[src/adc_fmt_pkg.sv]
`default_nettype none
package adc_fmt_pkg;
  localparam int CODE_W = 8;
  localparam int APB_ADDR_W = 12;
  localparam int APB_DATA_W = 32;

  // latencies in sample-clock cycles, counted between falling edges
  localparam int LAT_PRIMARY = 13;
  localparam int LAT_DELAYED = 14;
  localparam int LAT_DDR_DEMUX_EXTRA = 1;
  localparam int PIPE_DEPTH = LAT_DELAYED + LAT_DDR_DEMUX_EXTRA;

  localparam logic [APB_ADDR_W-1:0] CFG_OFFSET = 12'h000;
  localparam logic [APB_ADDR_W-1:0] FS_ADJ_OFFSET = 12'h004;
  localparam logic [APB_ADDR_W-1:0] STATUS_OFFSET = 12'h008;

  localparam int CFG_W = 5;
  localparam int CFG_REG_CTRL_BIT = 0;
  localparam int CFG_DDR_BIT = 1;
  localparam int CFG_EDGE_DEMUX_BIT = 2;
  localparam int CFG_SWING_BIT = 3;
  localparam int CFG_DCC_BIT = 4;
  localparam logic [CFG_W-1:0] CFG_RESET = 5'h18;

  localparam int FS_ADJ_W = 9;
  localparam logic [FS_ADJ_W-1:0] FS_ADJ_RESET = 9'h100;
  localparam logic [FS_ADJ_W-1:0] FS_PIN_HIGH_CODE = 9'h1FF;
  localparam logic [FS_ADJ_W-1:0] FS_PIN_LOW_CODE = 9'h000;

  localparam int STAT_DEMUX_BIT = 0;
  localparam int STAT_DDR_BIT = 1;
  localparam int STAT_LAUNCH_RISE_BIT = 2;
  localparam int STAT_REG_CTRL_BIT = 3;
  localparam int STAT_OOR_STICKY_BIT = 4;

  localparam logic [CODE_W-1:0] CODE_MIN = 8'h00;
  localparam logic [CODE_W-1:0] CODE_MAX = 8'hFF;

  // pin synchroniser vector layout
  localparam int PIN_W = 25;
  localparam int PIN_SCLK = 24;
  localparam int PIN_I_LSB = 16;
  localparam int PIN_Q_LSB = 8;
  localparam int PIN_I_UNDER = 7;
  localparam int PIN_I_OVER = 6;
  localparam int PIN_Q_UNDER = 5;
  localparam int PIN_Q_OVER = 4;
  localparam int PIN_EDGE = 3;
  localparam int PIN_FLOAT = 2;
  localparam int PIN_RANGE = 1;
  localparam int PIN_SWING = 0;

  typedef struct packed {
    logic oor;
    logic [CODE_W-1:0] q;
    logic [CODE_W-1:0] i;
  } sample_word_t;
endpackage
`default_nettype wire

[src/sample_pipe_if.sv]
`default_nettype none
interface sample_pipe_if;
  import adc_fmt_pkg::*;
  logic shift;
  sample_word_t din;
  sample_word_t tap_primary;
  sample_word_t tap_delayed;
  sample_word_t tap_extra;
  modport feeder (output shift, output din,
                  input tap_primary, input tap_delayed, input tap_extra);
  modport line (input shift, input din,
                output tap_primary, output tap_delayed, output tap_extra);
endinterface
`default_nettype wire

[src/sample_delay_line.sv]
`default_nettype none
module sample_delay_line #(
  parameter int DEPTH = adc_fmt_pkg::PIPE_DEPTH
) (
  input wire logic clk_i,
  input wire logic arst_n_i,
  sample_pipe_if.line pipe
);
  import adc_fmt_pkg::*;

  sample_word_t stage_q [DEPTH];
  sample_word_t stage_d [DEPTH];

  // advances only when pipe.shift is set, holds otherwise
  always_comb begin
    for (int k = 0; k < DEPTH; k++) begin
      stage_d[k] = stage_q[k];
    end
    if (pipe.shift) begin
      stage_d[0] = pipe.din;
      for (int k = 1; k < DEPTH; k++) begin
        stage_d[k] = stage_q[k-1];
      end
    end
  end

  always_ff @(posedge clk_i or negedge arst_n_i) begin
    if (!arst_n_i) begin
      for (int k = 0; k < DEPTH; k++) begin
        stage_q[k] <= '0;
      end
    end else begin
      for (int k = 0; k < DEPTH; k++) begin
        stage_q[k] <= stage_d[k];
      end
    end
  end

  // stage k holds the sample taken k+1 edges ago
  assign pipe.tap_primary = stage_q[LAT_PRIMARY-1];
  assign pipe.tap_delayed = stage_q[LAT_DELAYED-1];
  assign pipe.tap_extra = stage_q[DEPTH-1];
endmodule
`default_nettype wire

[src/dual_adc_output_formatter.sv]
`default_nettype none
// Summary of operation
// - demux primary bus shows sample 13 old
// - demux delayed bus shows sample 14 old
// - non-demux: delayed buses off, primary 13 old
// - data launched on sample clock fall
// - SDR pin: high rising, grounded falling
// - config bit: edge in SDR, demux in DDR
// - DDR clock zero phase to data
// - demux DDR adds one extra cycle
// - SDR clock equals bus word rate
// - DDR clock half rate, both edges
// - floating edge pin selects DDR
// - range pin sets range, both channels
// - register mode uses full-scale adjust
// - swing from pin or bit, low reduced
// - duty-cycle correction enabled by default
// - forwarded clock drives data latching
// - DDR config bit one non-demux, zero demux
// - out of range flags, code clamped
// - offset binary, eight bits per channel
// - demux half rate, non-demux full rate
module dual_adc_output_formatter (
  input wire logic clk_i,
  input wire logic arst_n_i,
  input wire logic psel_i,
  input wire logic penable_i,
  input wire logic pwrite_i,
  input wire logic [adc_fmt_pkg::APB_ADDR_W-1:0] paddr_i,
  input wire logic [adc_fmt_pkg::APB_DATA_W-1:0] pwdata_i,
  output logic [adc_fmt_pkg::APB_DATA_W-1:0] prdata_o,
  output logic pready_o,
  output logic pslverr_o,
  input wire logic sample_clk_i,
  input wire logic [adc_fmt_pkg::CODE_W-1:0] i_code_i,
  input wire logic [adc_fmt_pkg::CODE_W-1:0] q_code_i,
  input wire logic i_under_i,
  input wire logic i_over_i,
  input wire logic q_under_i,
  input wire logic q_over_i,
  input wire logic launch_edge_select_pin_i,
  input wire logic launch_edge_float_i,
  input wire logic range_select_pin_i,
  input wire logic swing_select_pin_i,
  output logic forwarded_output_clock_o,
  output logic [adc_fmt_pkg::CODE_W-1:0] i_primary_bus_o,
  output logic [adc_fmt_pkg::CODE_W-1:0] q_primary_bus_o,
  output logic [adc_fmt_pkg::CODE_W-1:0] i_delayed_bus_o,
  output logic [adc_fmt_pkg::CODE_W-1:0] q_delayed_bus_o,
  output logic delayed_bus_oe_o,
  output logic out_of_range_o,
  output logic range_high_o,
  output logic [adc_fmt_pkg::FS_ADJ_W-1:0] full_scale_code_o,
  output logic swing_normal_o,
  output logic dcc_enable_o
);
  import adc_fmt_pkg::*;

  function automatic logic [CODE_W-1:0] clamp_code(
    input logic [CODE_W-1:0] code,
    input logic under,
    input logic over
  );
    logic [CODE_W-1:0] res;
    res = code;
    if (under) begin
      res = CODE_MIN;
    end else if (over) begin
      res = CODE_MAX;
    end
    return res;
  endfunction

  function automatic logic reg_hit(input logic [APB_ADDR_W-1:0] a);
    return (a == CFG_OFFSET) || (a == FS_ADJ_OFFSET) ||
           (a == STATUS_OFFSET);
  endfunction

  sample_pipe_if pipe ();

  sample_delay_line #(
    .DEPTH(PIPE_DEPTH)
  ) u_delay (
    .clk_i(clk_i),
    .arst_n_i(arst_n_i),
    .pipe(pipe.line)
  );

  // pin synchroniser; sync1 is only read by sync2
  logic [PIN_W-1:0] pins;
  logic [PIN_W-1:0] sync1_q, sync1_d, sync2_q, sync2_d;
  logic sclk_prev_q, sclk_prev_d;

  assign pins = {sample_clk_i, i_code_i, q_code_i, i_under_i, i_over_i,
                 q_under_i, q_over_i, launch_edge_select_pin_i,
                 launch_edge_float_i, range_select_pin_i,
                 swing_select_pin_i};

  always_comb begin
    sync1_d = pins;
    sync2_d = sync1_q;
    sclk_prev_d = sync2_q[PIN_SCLK];
  end

  always_ff @(posedge clk_i or negedge arst_n_i) begin
    if (!arst_n_i) begin
      sync1_q <= '0;
      sync2_q <= '0;
      sclk_prev_q <= 1'b0;
    end else begin
      sync1_q <= sync1_d;
      sync2_q <= sync2_d;
      sclk_prev_q <= sclk_prev_d;
    end
  end

  // APB slave and registers
  logic [CFG_W-1:0] cfg_q, cfg_d;
  logic [FS_ADJ_W-1:0] fs_adj_q, fs_adj_d;
  logic oor_sticky_q, oor_sticky_d;
  logic pready_q, pready_d, pslverr_q, pslverr_d;
  logic [APB_DATA_W-1:0] prdata_q, prdata_d;
  logic setup_ph, write_done;
  logic [APB_DATA_W-1:0] status_word;

  // mode decode
  logic reg_ctrl, ddr, demux, ddr_demux, launch_rising;
  logic samp_fall, samp_rise, word_ev, mid_ev;
  logic oor_set, phase_q, phase_d;

  always_comb begin
    reg_ctrl = cfg_q[CFG_REG_CTRL_BIT];
    ddr = reg_ctrl ? cfg_q[CFG_DDR_BIT] : sync2_q[PIN_FLOAT];
    // non-demux only reachable in DDR under register control
    demux = reg_ctrl ? ~(ddr & cfg_q[CFG_EDGE_DEMUX_BIT]) : 1'b1;
    ddr_demux = ddr & demux;
    launch_rising = ~ddr & (reg_ctrl ? cfg_q[CFG_EDGE_DEMUX_BIT]
                                     : sync2_q[PIN_EDGE]);
  end

  always_comb begin
    samp_fall = sclk_prev_q & ~sync2_q[PIN_SCLK];
    samp_rise = ~sclk_prev_q & sync2_q[PIN_SCLK];
    // demux emits one word per two samples, non-demux one per sample
    word_ev = samp_fall & (~demux | phase_q);
    mid_ev = ~ddr & (demux ? (samp_fall & ~phase_q) : samp_rise);
  end

  always_comb begin
    status_word = '0;
    status_word[STAT_DEMUX_BIT] = demux;
    status_word[STAT_DDR_BIT] = ddr;
    status_word[STAT_LAUNCH_RISE_BIT] = launch_rising;
    status_word[STAT_REG_CTRL_BIT] = reg_ctrl;
    status_word[STAT_OOR_STICKY_BIT] = oor_sticky_q;
  end

  always_comb begin
    setup_ph = psel_i & ~penable_i & ~pready_q;
    write_done = psel_i & penable_i & pready_q & pwrite_i & reg_hit(paddr_i);
    cfg_d = cfg_q;
    fs_adj_d = fs_adj_q;
    pready_d = setup_ph;
    pslverr_d = setup_ph ? ~reg_hit(paddr_i) : 1'b0;
    prdata_d = '0;
    if (setup_ph && !pwrite_i) begin
      if (paddr_i == CFG_OFFSET) begin
        prdata_d = APB_DATA_W'(cfg_q);
      end else if (paddr_i == FS_ADJ_OFFSET) begin
        prdata_d = APB_DATA_W'(fs_adj_q);
      end else if (paddr_i == STATUS_OFFSET) begin
        prdata_d = status_word;
      end
    end
    if (write_done && paddr_i == CFG_OFFSET) begin
      cfg_d = pwdata_i[CFG_W-1:0];
    end
    if (write_done && paddr_i == FS_ADJ_OFFSET) begin
      fs_adj_d = pwdata_i[FS_ADJ_W-1:0];
    end
    // write-one-to-clear; a new overrange in the same cycle wins
    oor_sticky_d = oor_sticky_q;
    if (write_done && paddr_i == STATUS_OFFSET &&
        pwdata_i[STAT_OOR_STICKY_BIT]) begin
      oor_sticky_d = 1'b0;
    end
    if (oor_set) begin
      oor_sticky_d = 1'b1;
    end
  end

  always_ff @(posedge clk_i or negedge arst_n_i) begin
    if (!arst_n_i) begin
      cfg_q <= CFG_RESET;
      fs_adj_q <= FS_ADJ_RESET;
      oor_sticky_q <= 1'b0;
      pready_q <= 1'b0;
      pslverr_q <= 1'b0;
      prdata_q <= '0;
    end else begin
      cfg_q <= cfg_d;
      fs_adj_q <= fs_adj_d;
      oor_sticky_q <= oor_sticky_d;
      pready_q <= pready_d;
      pslverr_q <= pslverr_d;
      prdata_q <= prdata_d;
    end
  end

  // sample capture on the falling sample-clock edge
  always_comb begin
    pipe.shift = samp_fall;
    pipe.din.i = clamp_code(sync2_q[PIN_I_LSB +: CODE_W],
                            sync2_q[PIN_I_UNDER], sync2_q[PIN_I_OVER]);
    pipe.din.q = clamp_code(sync2_q[PIN_Q_LSB +: CODE_W],
                            sync2_q[PIN_Q_UNDER], sync2_q[PIN_Q_OVER]);
    pipe.din.oor = sync2_q[PIN_I_UNDER] | sync2_q[PIN_I_OVER] |
                   sync2_q[PIN_Q_UNDER] | sync2_q[PIN_Q_OVER];
  end

  // output formatter
  logic fclk_q, fclk_d, oe_q, oe_d, oor_q, oor_d;
  logic [CODE_W-1:0] ip_q, ip_d, qp_q, qp_d, id_q, id_d, qd_q, qd_d;
  logic range_q, range_d, swing_q, swing_d;
  logic [FS_ADJ_W-1:0] fs_code_q, fs_code_d;
  sample_word_t pt, dt;

  always_comb begin
    // one extra cycle of delay in demux DDR
    pt = ddr_demux ? pipe.tap_delayed : pipe.tap_primary;
    dt = ddr_demux ? pipe.tap_extra : pipe.tap_delayed;
    oor_set = word_ev & (pt.oor | (demux & dt.oor));
    phase_d = samp_fall ? ~phase_q : phase_q;
    ip_d = ip_q;
    qp_d = qp_q;
    id_d = id_q;
    qd_d = qd_q;
    oor_d = oor_q;
    fclk_d = fclk_q;
    oe_d = demux;
    if (word_ev) begin
      ip_d = pt.i;
      qp_d = pt.q;
      oor_d = pt.oor | (demux & dt.oor);
      id_d = demux ? dt.i : '0;
      qd_d = demux ? dt.q : '0;
      // DDR toggles with each word; SDR returns to the launch level
      fclk_d = ddr ? ~fclk_q : launch_rising;
    end else if (mid_ev) begin
      fclk_d = ~launch_rising;
    end
    range_d = sync2_q[PIN_RANGE];
    fs_code_d = reg_ctrl ? fs_adj_q
              : (sync2_q[PIN_RANGE] ? FS_PIN_HIGH_CODE : FS_PIN_LOW_CODE);
    swing_d = reg_ctrl ? cfg_q[CFG_SWING_BIT]
                       : sync2_q[PIN_SWING];
  end

  always_ff @(posedge clk_i or negedge arst_n_i) begin
    if (!arst_n_i) begin
      phase_q <= 1'b0;
      fclk_q <= 1'b0;
      oe_q <= 1'b0;
      oor_q <= 1'b0;
      ip_q <= '0;
      qp_q <= '0;
      id_q <= '0;
      qd_q <= '0;
      range_q <= 1'b0;
      swing_q <= 1'b0;
      fs_code_q <= '0;
    end else begin
      phase_q <= phase_d;
      fclk_q <= fclk_d;
      oe_q <= oe_d;
      oor_q <= oor_d;
      ip_q <= ip_d;
      qp_q <= qp_d;
      id_q <= id_d;
      qd_q <= qd_d;
      range_q <= range_d;
      swing_q <= swing_d;
      fs_code_q <= fs_code_d;
    end
  end

  assign prdata_o = prdata_q;
  assign pready_o = pready_q;
  assign pslverr_o = pslverr_q;
  assign forwarded_output_clock_o = fclk_q;
  assign i_primary_bus_o = ip_q;
  assign q_primary_bus_o = qp_q;
  assign i_delayed_bus_o = id_q;
  assign q_delayed_bus_o = qd_q;
  assign delayed_bus_oe_o = oe_q;
  assign out_of_range_o = oor_q;
  assign range_high_o = range_q;
  assign full_scale_code_o = fs_code_q;
  assign swing_normal_o = swing_q;
  assign dcc_enable_o = cfg_q[CFG_DCC_BIT];
endmodule
`default_nettype wire

[config.mk]
export PLATFORM = sky130hd
export DESIGN_NAME = dual_adc_output_formatter
export DESIGN_NICKNAME = d
export VERILOG_FILES = /design/src/adc_fmt_pkg.sv /design/src/sample_pipe_if.sv /design/src/sample_delay_line.sv /design/src/dual_adc_output_formatter.sv
export SDC_FILE = /design/constraint.sdc
export NUM_CORES = 1
export LEC_CHECK = 0
export BUFFER_PORTS_ARGS = -buffer_cell sky130_fd_sc_hd__buf_2
export CAP_MARGIN = 20
export CORE_MARGIN = 2
export CORE_UTILIZATION = 40
export DETAILED_ROUTE_END_ITERATION = 8
export PLACE_DENSITY_LB_ADDON = 0.15
export SLEW_MARGIN = 20
export SYNTH_ARGS = -nofsm -noshare
export SYNTH_HDL_FRONTEND = slang
export SYNTH_SLANG_ARGS = --single-unit
[constraint.sdc]
create_clock -name clk_i -period 4.6 [get_ports clk_i]
set_input_delay 0.92 -clock clk_i [delete_from_list [all_inputs] [get_ports clk_i]]
set_output_delay 0.92 -clock clk_i [all_outputs]
set_load 0.05 [all_outputs]
==> impl_results.rst, run 1 <==
.. list-table::
   :header-rows: 1

   * - Metric
     - Value
   * - Final HPWL from detailed placement
     - 14,900 um
   * - Critical path's slowest cell
     - sky130_fd_sc_hd__and3_1
   * - Endpoints failing hold
     - 0
   * - Number of antenna violations at the first check in global routing
     - 0
   * - Critical path capture point type
     - register
   * - Actual slew at the worst max-slew pin
     - 975 ps
   * - Most frequent cells in the layout
     - sky130_fd_sc_hd__nand2_1 (788), sky130_fd_sc_hd__dfrtp_1 (376), sky130_fd_sc_hd__buf_2 (107)
   * - Flop pwr share
     - 49.4%
   * - TritonCTS buffer count
     - 41
   * - Worst Clk Skew
     - 13.0 ps
   * - Largest voltage drop on the vdd net
     - 312 uV
   * - Max Cap Viol
     - 0
   * - Core Region
     - 35,400 um^2
   * - Worst slew margin relative to its limit
     - 35.0%
   * - Violation count after the first detailed-route iteration
     - 609
   * - CTS H-Tree Depth
     - 2
   * - Number of global-route vias before repair
     - 9,058
   * - Cts-stage hold buffer count
     - 0
   * - Netlist cell types
     - 39
   * - Net total in the final layout
     - 1,612
   * - Sequential fraction of the synthesis area
     - 66.3%
   * - Final wirelength
     - 25,800 um
   * - Unrepaired setup endpoints after global routing
     - no
   * - Worst Hold Depth
     - 0
   * - Global-route wire length before repair
     - 44,300 um
   * - Fraction of layout cells with a size suffix above 1
     - 13.6%
   * - Width of the chip
     - 193 um
   * - CP cell instances
     - and3_1 > nor2_4 > mux2i_1 > o21ai_0
   * - Num ports
     - 155
   * - CTS resizes
     - 0
   * - Share of total power in combinational logic
     - 11.3%
   * - Number of nets with antenna violations after routing
     - 0
   * - Clock slew seen by the registers of the worst setup and hold paths
     - 60 ps
   * - Dominant combinational cell family by area after synthesis
     - simple AND/OR/NAND/NOR gates
   * - Multiplexer area fraction after synthesis
     - 3.79%
   * - Worst EP required
     - 4980 ps
   * - Count of synthesis-stage warnings from yosys
     - 0
   * - Number of flip-flops and latches in the synthesized netlist
     - 379
   * - Worst setup timing slack at the placement stage
     - 1900 ps
   * - Vias after detailed routing
     - 9,332
   * - Mean routed wirelength per cell
     - 12.7 um
   * - Total gr overflow
     - 0
   * - Area added between synthesis and finish
     - 16.0%
   * - Worst setup slack after layout
     - 1940 ps
   * - TritonCTS clock tree
     - done
   * - Routability-driven placement congestion ratio
     - 0.717
   * - Worst Path Arrival
     - 3040 ps
   * - Post-Synth XOR/XNOR Area
     - 0.122%
   * - Outcome
     - completed
   * - Post-synthesis cell area
     - 14,300 um^2
   * - Maximum number of buffers from clock root to sink
     - 3
   * - Static Leakage
     - 0.00895 uW
   * - Maximum clock rate
     - 376 MHz
   * - Vias/cell
     - 4.61
   * - Critical Path Fanout Max
     - 24
   * - Count of standard-cell rows
     - 69
   * - Final Hold Slack
     - 341 ps
   * - Worst stage delay on the critical path
     - 930 ps
   * - Global-route usage over all layers
     - 14.4%
   * - Post-synthesis instance total
     - 1,453
   * - Most common library cell in the layout ignoring fill and taps
     - sky130_fd_sc_hd__nand2_1
   * - Buffers added on ports
     - 108
   * - HP Class
     - register to register
   * - Post-synthesis area per instance
     - 9.85 um^2
   * - Endpoints failing setup
     - 0
   * - Length of the first detailed-routing pass in iterations
     - 4
   * - Relative contribution of the clock network to total power
     - 39.3%
   * - Clk Latency, worst-skew pair
     - 520 ps
   * - Effective utilization at floorplan
     - 40.4%
   * - Number of clock sinks seen by CTS
     - 379
   * - Share of the synthesized area in compound gates (AO/OA/AOI/OAI)
     - 3.16%
   * - Number of buffers inserted to repair setup after CTS
     - 0
   * - Fraction of power spent switching nets
     - 26.2%
   * - Die Y
     - 193 um
   * - Worst Reg2Reg Path Length in Cells
     - 4
   * - Simple-gate share of the synthesized area
     - 23.1%
   * - Die outline area
     - 37,300 um^2
   * - Power Dens Cells
     - 497 nW/um^2
   * - Max-slew violations
     - 0
   * - Min cycle time layout
     - 2660 ps
   * - Cell internal power dissipation
     - 6090 uW
   * - Number of diodes added for antenna fixing
     - 0
   * - Detailed-route DRC error count
     - 0
   * - Post-Synth Adder-Cell Area
     - 0%
   * - Kind of start point of the critical path
     - register
   * - Worst Setup Path Type
     - register to register
   * - Pin count of the biggest net entering global routing
     - 128
   * - Setup TNS
     - 0 ps
   * - Final Cycle Share
     - 57.8%
   * - Clock root cell
     - sky130_fd_sc_hd__clkbuf_16
   * - Net switching power of the design
     - 2160 uW
-- worst max-delay path, delay by kind of cell (launching register included) --
kind            cells  cell delay, ps
compound gates      1             100
flops               1             860
mux                 1             280
simple gates        2            1250
-- kinds of logic (layout without fill, tap and decap cells) --
family	Yosys count	in the layout
flops	379	379
other cells	1	23
simple gates	848	848
buf+inv	106	196
xor+xnor	2	2
mux	49	49
compound gates	68	68
-- power groups by stage --
stage	clock, uW	combinational, uW	sequential [uW]
6_report	3240	929	4080
5_1_grt	3500	1080	4150
4_1_cts	3350	955	4080
3_5_place_dp	0	948	4140
3_3_place_gp	0	929	4130
2_1_floorplan	0	542	4240
-- per-stage QoR --
step	std cells	cell area (um^2)	total power, uW	util (%)
CTS	2026	16600	8390	46.9
detailed placement	1956	15300	5090	43.1
global placement	1956	15300	5060	43.1
floorplan	1475	14400	4780	-
global route	2026	16600	8720	46.9
finish	2026	16600	8250	46.9
-- flip-flops by register name (all words and copies together) (netlist names), 5 cells and up --
name	cells
u_delay.stage_q	204
sync1_q	25
sync2_q	25
u_delay.pipe.tap_delayed	17
u_delay.pipe.tap_extra	17
u_delay.pipe.tap_primary	17
fs_adj_q	9
full_scale_code_o	9
prdata_o	9
i_delayed_bus_o	8
i_primary_bus_o	8
q_delayed_bus_o	8
q_primary_bus_o	8
cfg_q	5
-- synthesized netlist by cell type --
master	count	area share [%]
sky130_fd_sc_hd__nor3_4	1	0.11
sky130_fd_sc_hd__and3b_1	1	0.061
sky130_fd_sc_hd__o41ai_1	2	0.12
sky130_fd_sc_hd__nor3_1	4	0.14
sky130_fd_sc_hd__nor4b_1	1	0.061
sky130_fd_sc_hd__nand3_2	1	0.070
sky130_fd_sc_hd__a2111oi_0	3	0.18
sky130_fd_sc_hd__nand2b_1	3	0.13
sky130_fd_sc_hd__nand2_1	788	21
sky130_fd_sc_hd__nor2_1	29	0.76
sky130_fd_sc_hd__clkbuf_1	64	1.7
sky130_fd_sc_hd__nor2b_1	2	0.087
sky130_fd_sc_hd__dfrtp_1	376	66
sky130_fd_sc_hd__mux2i_1	34	2.4
sky130_fd_sc_hd__buf_2	8	0.28
sky130_fd_sc_hd__and2_1	4	0.17
sky130_fd_sc_hd__and3_1	1	0.044
sky130_fd_sc_hd__o31ai_1	32	1.7
sky130_fd_sc_hd__a211oi_1	1	0.052
sky130_fd_sc_hd__buf_4	24	1.3
sky130_fd_sc_hd__nand4_1	3	0.13
sky130_fd_sc_hd__or3_1	1	0.044
sky130_fd_sc_hd__conb_1	1	0.026
sky130_fd_sc_hd__o21ai_1	1	0.035
sky130_fd_sc_hd__a21oi_1	2	0.070
sky130_fd_sc_hd__dfstp_2	3	0.55
sky130_fd_sc_hd__o211a_1	1	0.070
sky130_fd_sc_hd__mux2_2	6	0.47
sky130_fd_sc_hd__inv_1	3	0.079
sky130_fd_sc_hd__buf_1	7	0.18
sky130_fd_sc_hd__o21ai_0	25	0.87
sky130_fd_sc_hd__nor2_2	1	0.044
sky130_fd_sc_hd__nor3b_1	4	0.21
sky130_fd_sc_hd__nor4_4	2	0.30
sky130_fd_sc_hd__o221a_2	1	0.079
sky130_fd_sc_hd__nor4_1	1	0.044
sky130_fd_sc_hd__xnor2_1	2	0.12
sky130_fd_sc_hd__mux2_4	9	0.94
sky130_fd_sc_hd__nor2_4	1	0.079
-- path summary, 6_finish.rpt --
| path | end | slack, ps | from |
|---|---|---|---|
| setup / recovery | q_primary_bus_o[2] | 1940 | cfg_q[0] |
| setup reg to reg | q_primary_bus_o[2] | 1940 | cfg_q[0] |
| hold reg to reg | sync2_q[4] | 340 | sync1_q[4] |
| max in group asynchronous | sync2_q[9] | 2980 | arst_n_i |
| hold / removal | sync2_q[4] | 340 | sync1_q[4] |
| min in group asynchronous | full_scale_code_o[6] | 460 | arst_n_i |
-- routing by layer --
layer	vias up	wire length [um]	track usage (%)
li1	4688	-	-
met1	4449	12600	20.0
met2	153	11400	22.9
met3	42	1190	2.99
met4	0	587	4.60
met5	-	0	0
-- final cells by class --
| type | count | area, um^2 |
|---|---|---|
| fill | 3379 | 18800 |
| sequential | 379 | 9490 |
| multi-input combinational | 990 | 4450 |
| clock buffer | 62 | 1220 |
| timing repair buffer | 123 | 738 |
| tap | 461 | 577 |
| clock inverter | 8 | 118 |
| inverter | 3 | 11.3 |
No activity file was read; power rests on OpenSTA's default activity.
==> run 2, diff against run 1 <==
clock period = 2.5 ns   (was 4.6 ns; I/O delays follow)
==> impl_results.rst, run 2 (same netlist as run 1, synthesis figures left out) <==
.. list-table::
   :header-rows: 1

   * - Metric
     - Value
   * - Kind of start point of the critical path
     - register
   * - Max-slew violations
     - 0 (unchanged)
   * - Largest voltage drop on the vdd net
     - 614 uV (+97%)
   * - Number of buffers inserted to repair setup after CTS
     - 0 (unchanged)
   * - Family with the most delay on the worst path
     - flip-flops
   * - Number of nets with antenna violations after routing
     - 0 (unchanged)
   * - Number of diodes added for antenna fixing
     - 0 (unchanged)
   * - Power Dens Cells
     - 895 nW/um^2 (+80%)
   * - Core Region
     - 35,400 um^2 (unchanged)
   * - Worst Clk Skew
     - 16.1 ps (+3.16 ps)
   * - Vias after detailed routing
     - 9,311 (-0.23%)
   * - Worst EP required
     - 2000 ps (-2980 ps)
   * - Endpoints failing hold
     - 0 (unchanged)
   * - Worst slew margin relative to its limit
     - 60.4% (+25 points)
   * - Static Leakage
     - 0.00902 uW (+0.79%)
   * - Actual slew at the worst max-slew pin
     - 594 ps (-381 ps)
   * - Final HPWL from detailed placement
     - 15,600 um (+4.5%)
   * - Worst Hold Depth
     - 1 (+1)
   * - Buffers added on ports
     - 108 (unchanged)
   * - Reg-to-reg endpoint
     - prdata_o[4]
   * - Mean routed wirelength per cell
     - 12.8 um (+0.42%)
   * - Vias/cell
     - 4.56 (-1.1%)
   * - Area added between synthesis and finish
     - 16.7%
   * - Effective utilization at floorplan
     - 40.4% (unchanged)
   * - CP bufs+invs
     - 1 (+1)
   * - Hold worst-path end
     - sync1_q[22]
   * - Number of antenna violations at the first check in global routing
     - 0 (unchanged)
   * - Worst stage delay on the critical path
     - 550 ps (-380 ps)
   * - Number of clock sinks seen by CTS
     - 379 (unchanged)
   * - Worst Setup Path Type
     - register to output pin
   * - Critical Path Fanout Max
     - 3 (-88%)
   * - Max Cap Viol
     - 0 (unchanged)
   * - Num ports
     - 155 (unchanged)
   * - Clk Latency, worst-skew pair
     - 530 ps (about the same)
   * - Most common library cell in the layout ignoring fill and taps
     - sky130_fd_sc_hd__nand2_1
   * - Critical path's slowest cell
     - sky130_fd_sc_hd__dfstp_2
   * - Maximum clock rate
     - 538 MHz
   * - Number of global-route vias before repair
     - 9,334 (+3.0%)
   * - Filler Cells Inserted
     - 3,379 (unchanged)
   * - Flip-flop count of the largest register after layout
     - 204 (unchanged)
   * - Clock slew seen by the registers of the worst setup and hold paths
     - 60 ps (about the same)
   * - Routability-driven placement congestion ratio
     - 0.721 (+0.49%)
   * - Hold Startpoint
     - i_code_i[6]
   * - Setup TNS
     - 0 ps (unchanged)
   * - Pin count of the biggest net entering global routing
     - 116 (-9.4%)
   * - Register-to-register setup slack
     - 720 ps (-1220 ps)
   * - Min cycle time layout
     - 1860 ps
   * - Clock root cell
     - sky130_fd_sc_hd__clkbuf_16
   * - Most flops, register
     - u_delay.stage_q
   * - Outcome
     - completed
   * - Detailed-route DRC error count
     - 0 (unchanged)
   * - Die outline area
     - 37,300 um^2 (unchanged)
   * - Reg2reg start
     - pready_o
   * - Worst Reg2Reg Path Length in Cells
     - 3 (-1)
   * - CP cell instances
     - buf_2
   * - Global-route wire length before repair
     - 45,300 um (+2.3%)
   * - Final wirelength
     - 26,100 um (+1.3%)
   * - Final Cycle Share
     - 74.3%
   * - Count of standard-cell rows
     - 69 (unchanged)
   * - Die Y
     - 193 um (unchanged)
   * - Endpoints failing setup
     - 0 (unchanged)
   * - Width of the chip
     - 193 um (unchanged)
   * - Fraction of layout cells with a size suffix above 1
     - 14.3% (+0.74 points)
   * - Global-route usage over all layers
     - 14.8% (+0.33 points)
   * - Top flop regs
     - u_delay.stage_q (204), sync1_q (25), sync2_q (25)
   * - Summed area of non-filler cells in the final layout
     - 16,700 um^2 (+0.56%)
   * - Final Power
     - 15,000 uW (+81%)
   * - TritonCTS clock tree
     - done
   * - Worst Path Arrival
     - 1360 ps (-1680 ps)
   * - Total gr overflow
     - 0 (unchanged)
   * - Violation count after the first detailed-route iteration
     - 553 (-9.2%)
   * - CTS H-Tree Depth
     - 2 (unchanged)
   * - Post-place instance area
     - 15,400 um^2 (+0.93%)
   * - Unrepaired setup endpoints after global routing
     - no
   * - Maximum number of buffers from clock root to sink
     - 3 (unchanged)
   * - Net total in the final layout
     - 1,626 (+0.87%)
   * - Length of the first detailed-routing pass in iterations
     - 4 (unchanged)
   * - HP Class
     - input port to register
   * - TritonCTS buffer count
     - 40 (-2.4%)
   * - Most frequent cells in the layout
     - sky130_fd_sc_hd__nand2_1 (788), sky130_fd_sc_hd__dfrtp_1 (376), sky130_fd_sc_hd__buf_2 (107)
   * - Critical path capture point type
     - output pin
[run 2: worst max path at each step]
stage | to | cells past startpoint | slack [ps] | start
final | dcc_enable_o | 1 | 640 | cfg_q[4]
after floorplan | fs_adj_q[0] | 4 | 600 | paddr_i[5]
after global placement | fs_adj_q[7] | 6 | 500 | paddr_i[9]
after global routing | q_primary_bus_o[5] | 5 | 540 | cfg_q[0]
after detailed placement | fs_adj_q[2] | 6 | 490 | paddr_i[9]
after CTS | dcc_enable_o | 1 | 600 | cfg_q[4]
[run 2: power by group]
| part | leakage (uW) | internal (uW) | total [uW] | switching, uW |
|---|---|---|---|---|
| combinational | 0.00339 | 542 | 1730 | 1190 |
| clock | 0.000638 | 3390 | 5710 | 2320 |
| sequential | 0.00499 | 7020 | 7520 | 501 |
[run 2: metal layers]
metal | vias to the layer above | wire [um] | track usage [%] | part of all wire, %
met5 | - | 0 | 0 | 0
met4 | 0 | 599 | 4.81 | 2.3
met3 | 42 | 1070 | 2.86 | 4.1
met2 | 147 | 11900 | 23.7 | 46
met1 | 4412 | 12500 | 20.2 | 48
li1 | 4710 | - | - | -
[run 2: layout make-up]
class	count	area, um^2	area share (%)
multi-input combinational	990	4450	26.7
sequential	379	9490	56.8
clock inverter	10	90.1	0.539
clock buffer	62	1190	7.15
inverter	3	11.3	0.0674
tap	461	577	3.45
timing repair buffer	138	891	5.33
[run 2: timing repair]
action / in CTS / in global routing
gates resized for setup: 0 / 0
endpoints found under the hold margin: 47 / 0
hold buffers: 1 / 0
[run 2: through the flow]
stage	setup slack [ps]	util [%]	hold slack (ps)	cells
after global placement	500	43.5	332	1970
after floorplan	602	-	204	1475
after detailed placement	489	43.5	335	1970
after CTS	604	47.2	39.2	2043
final	643	47.2	71.1	2043
after global routing	544	47.2	42.7	2043
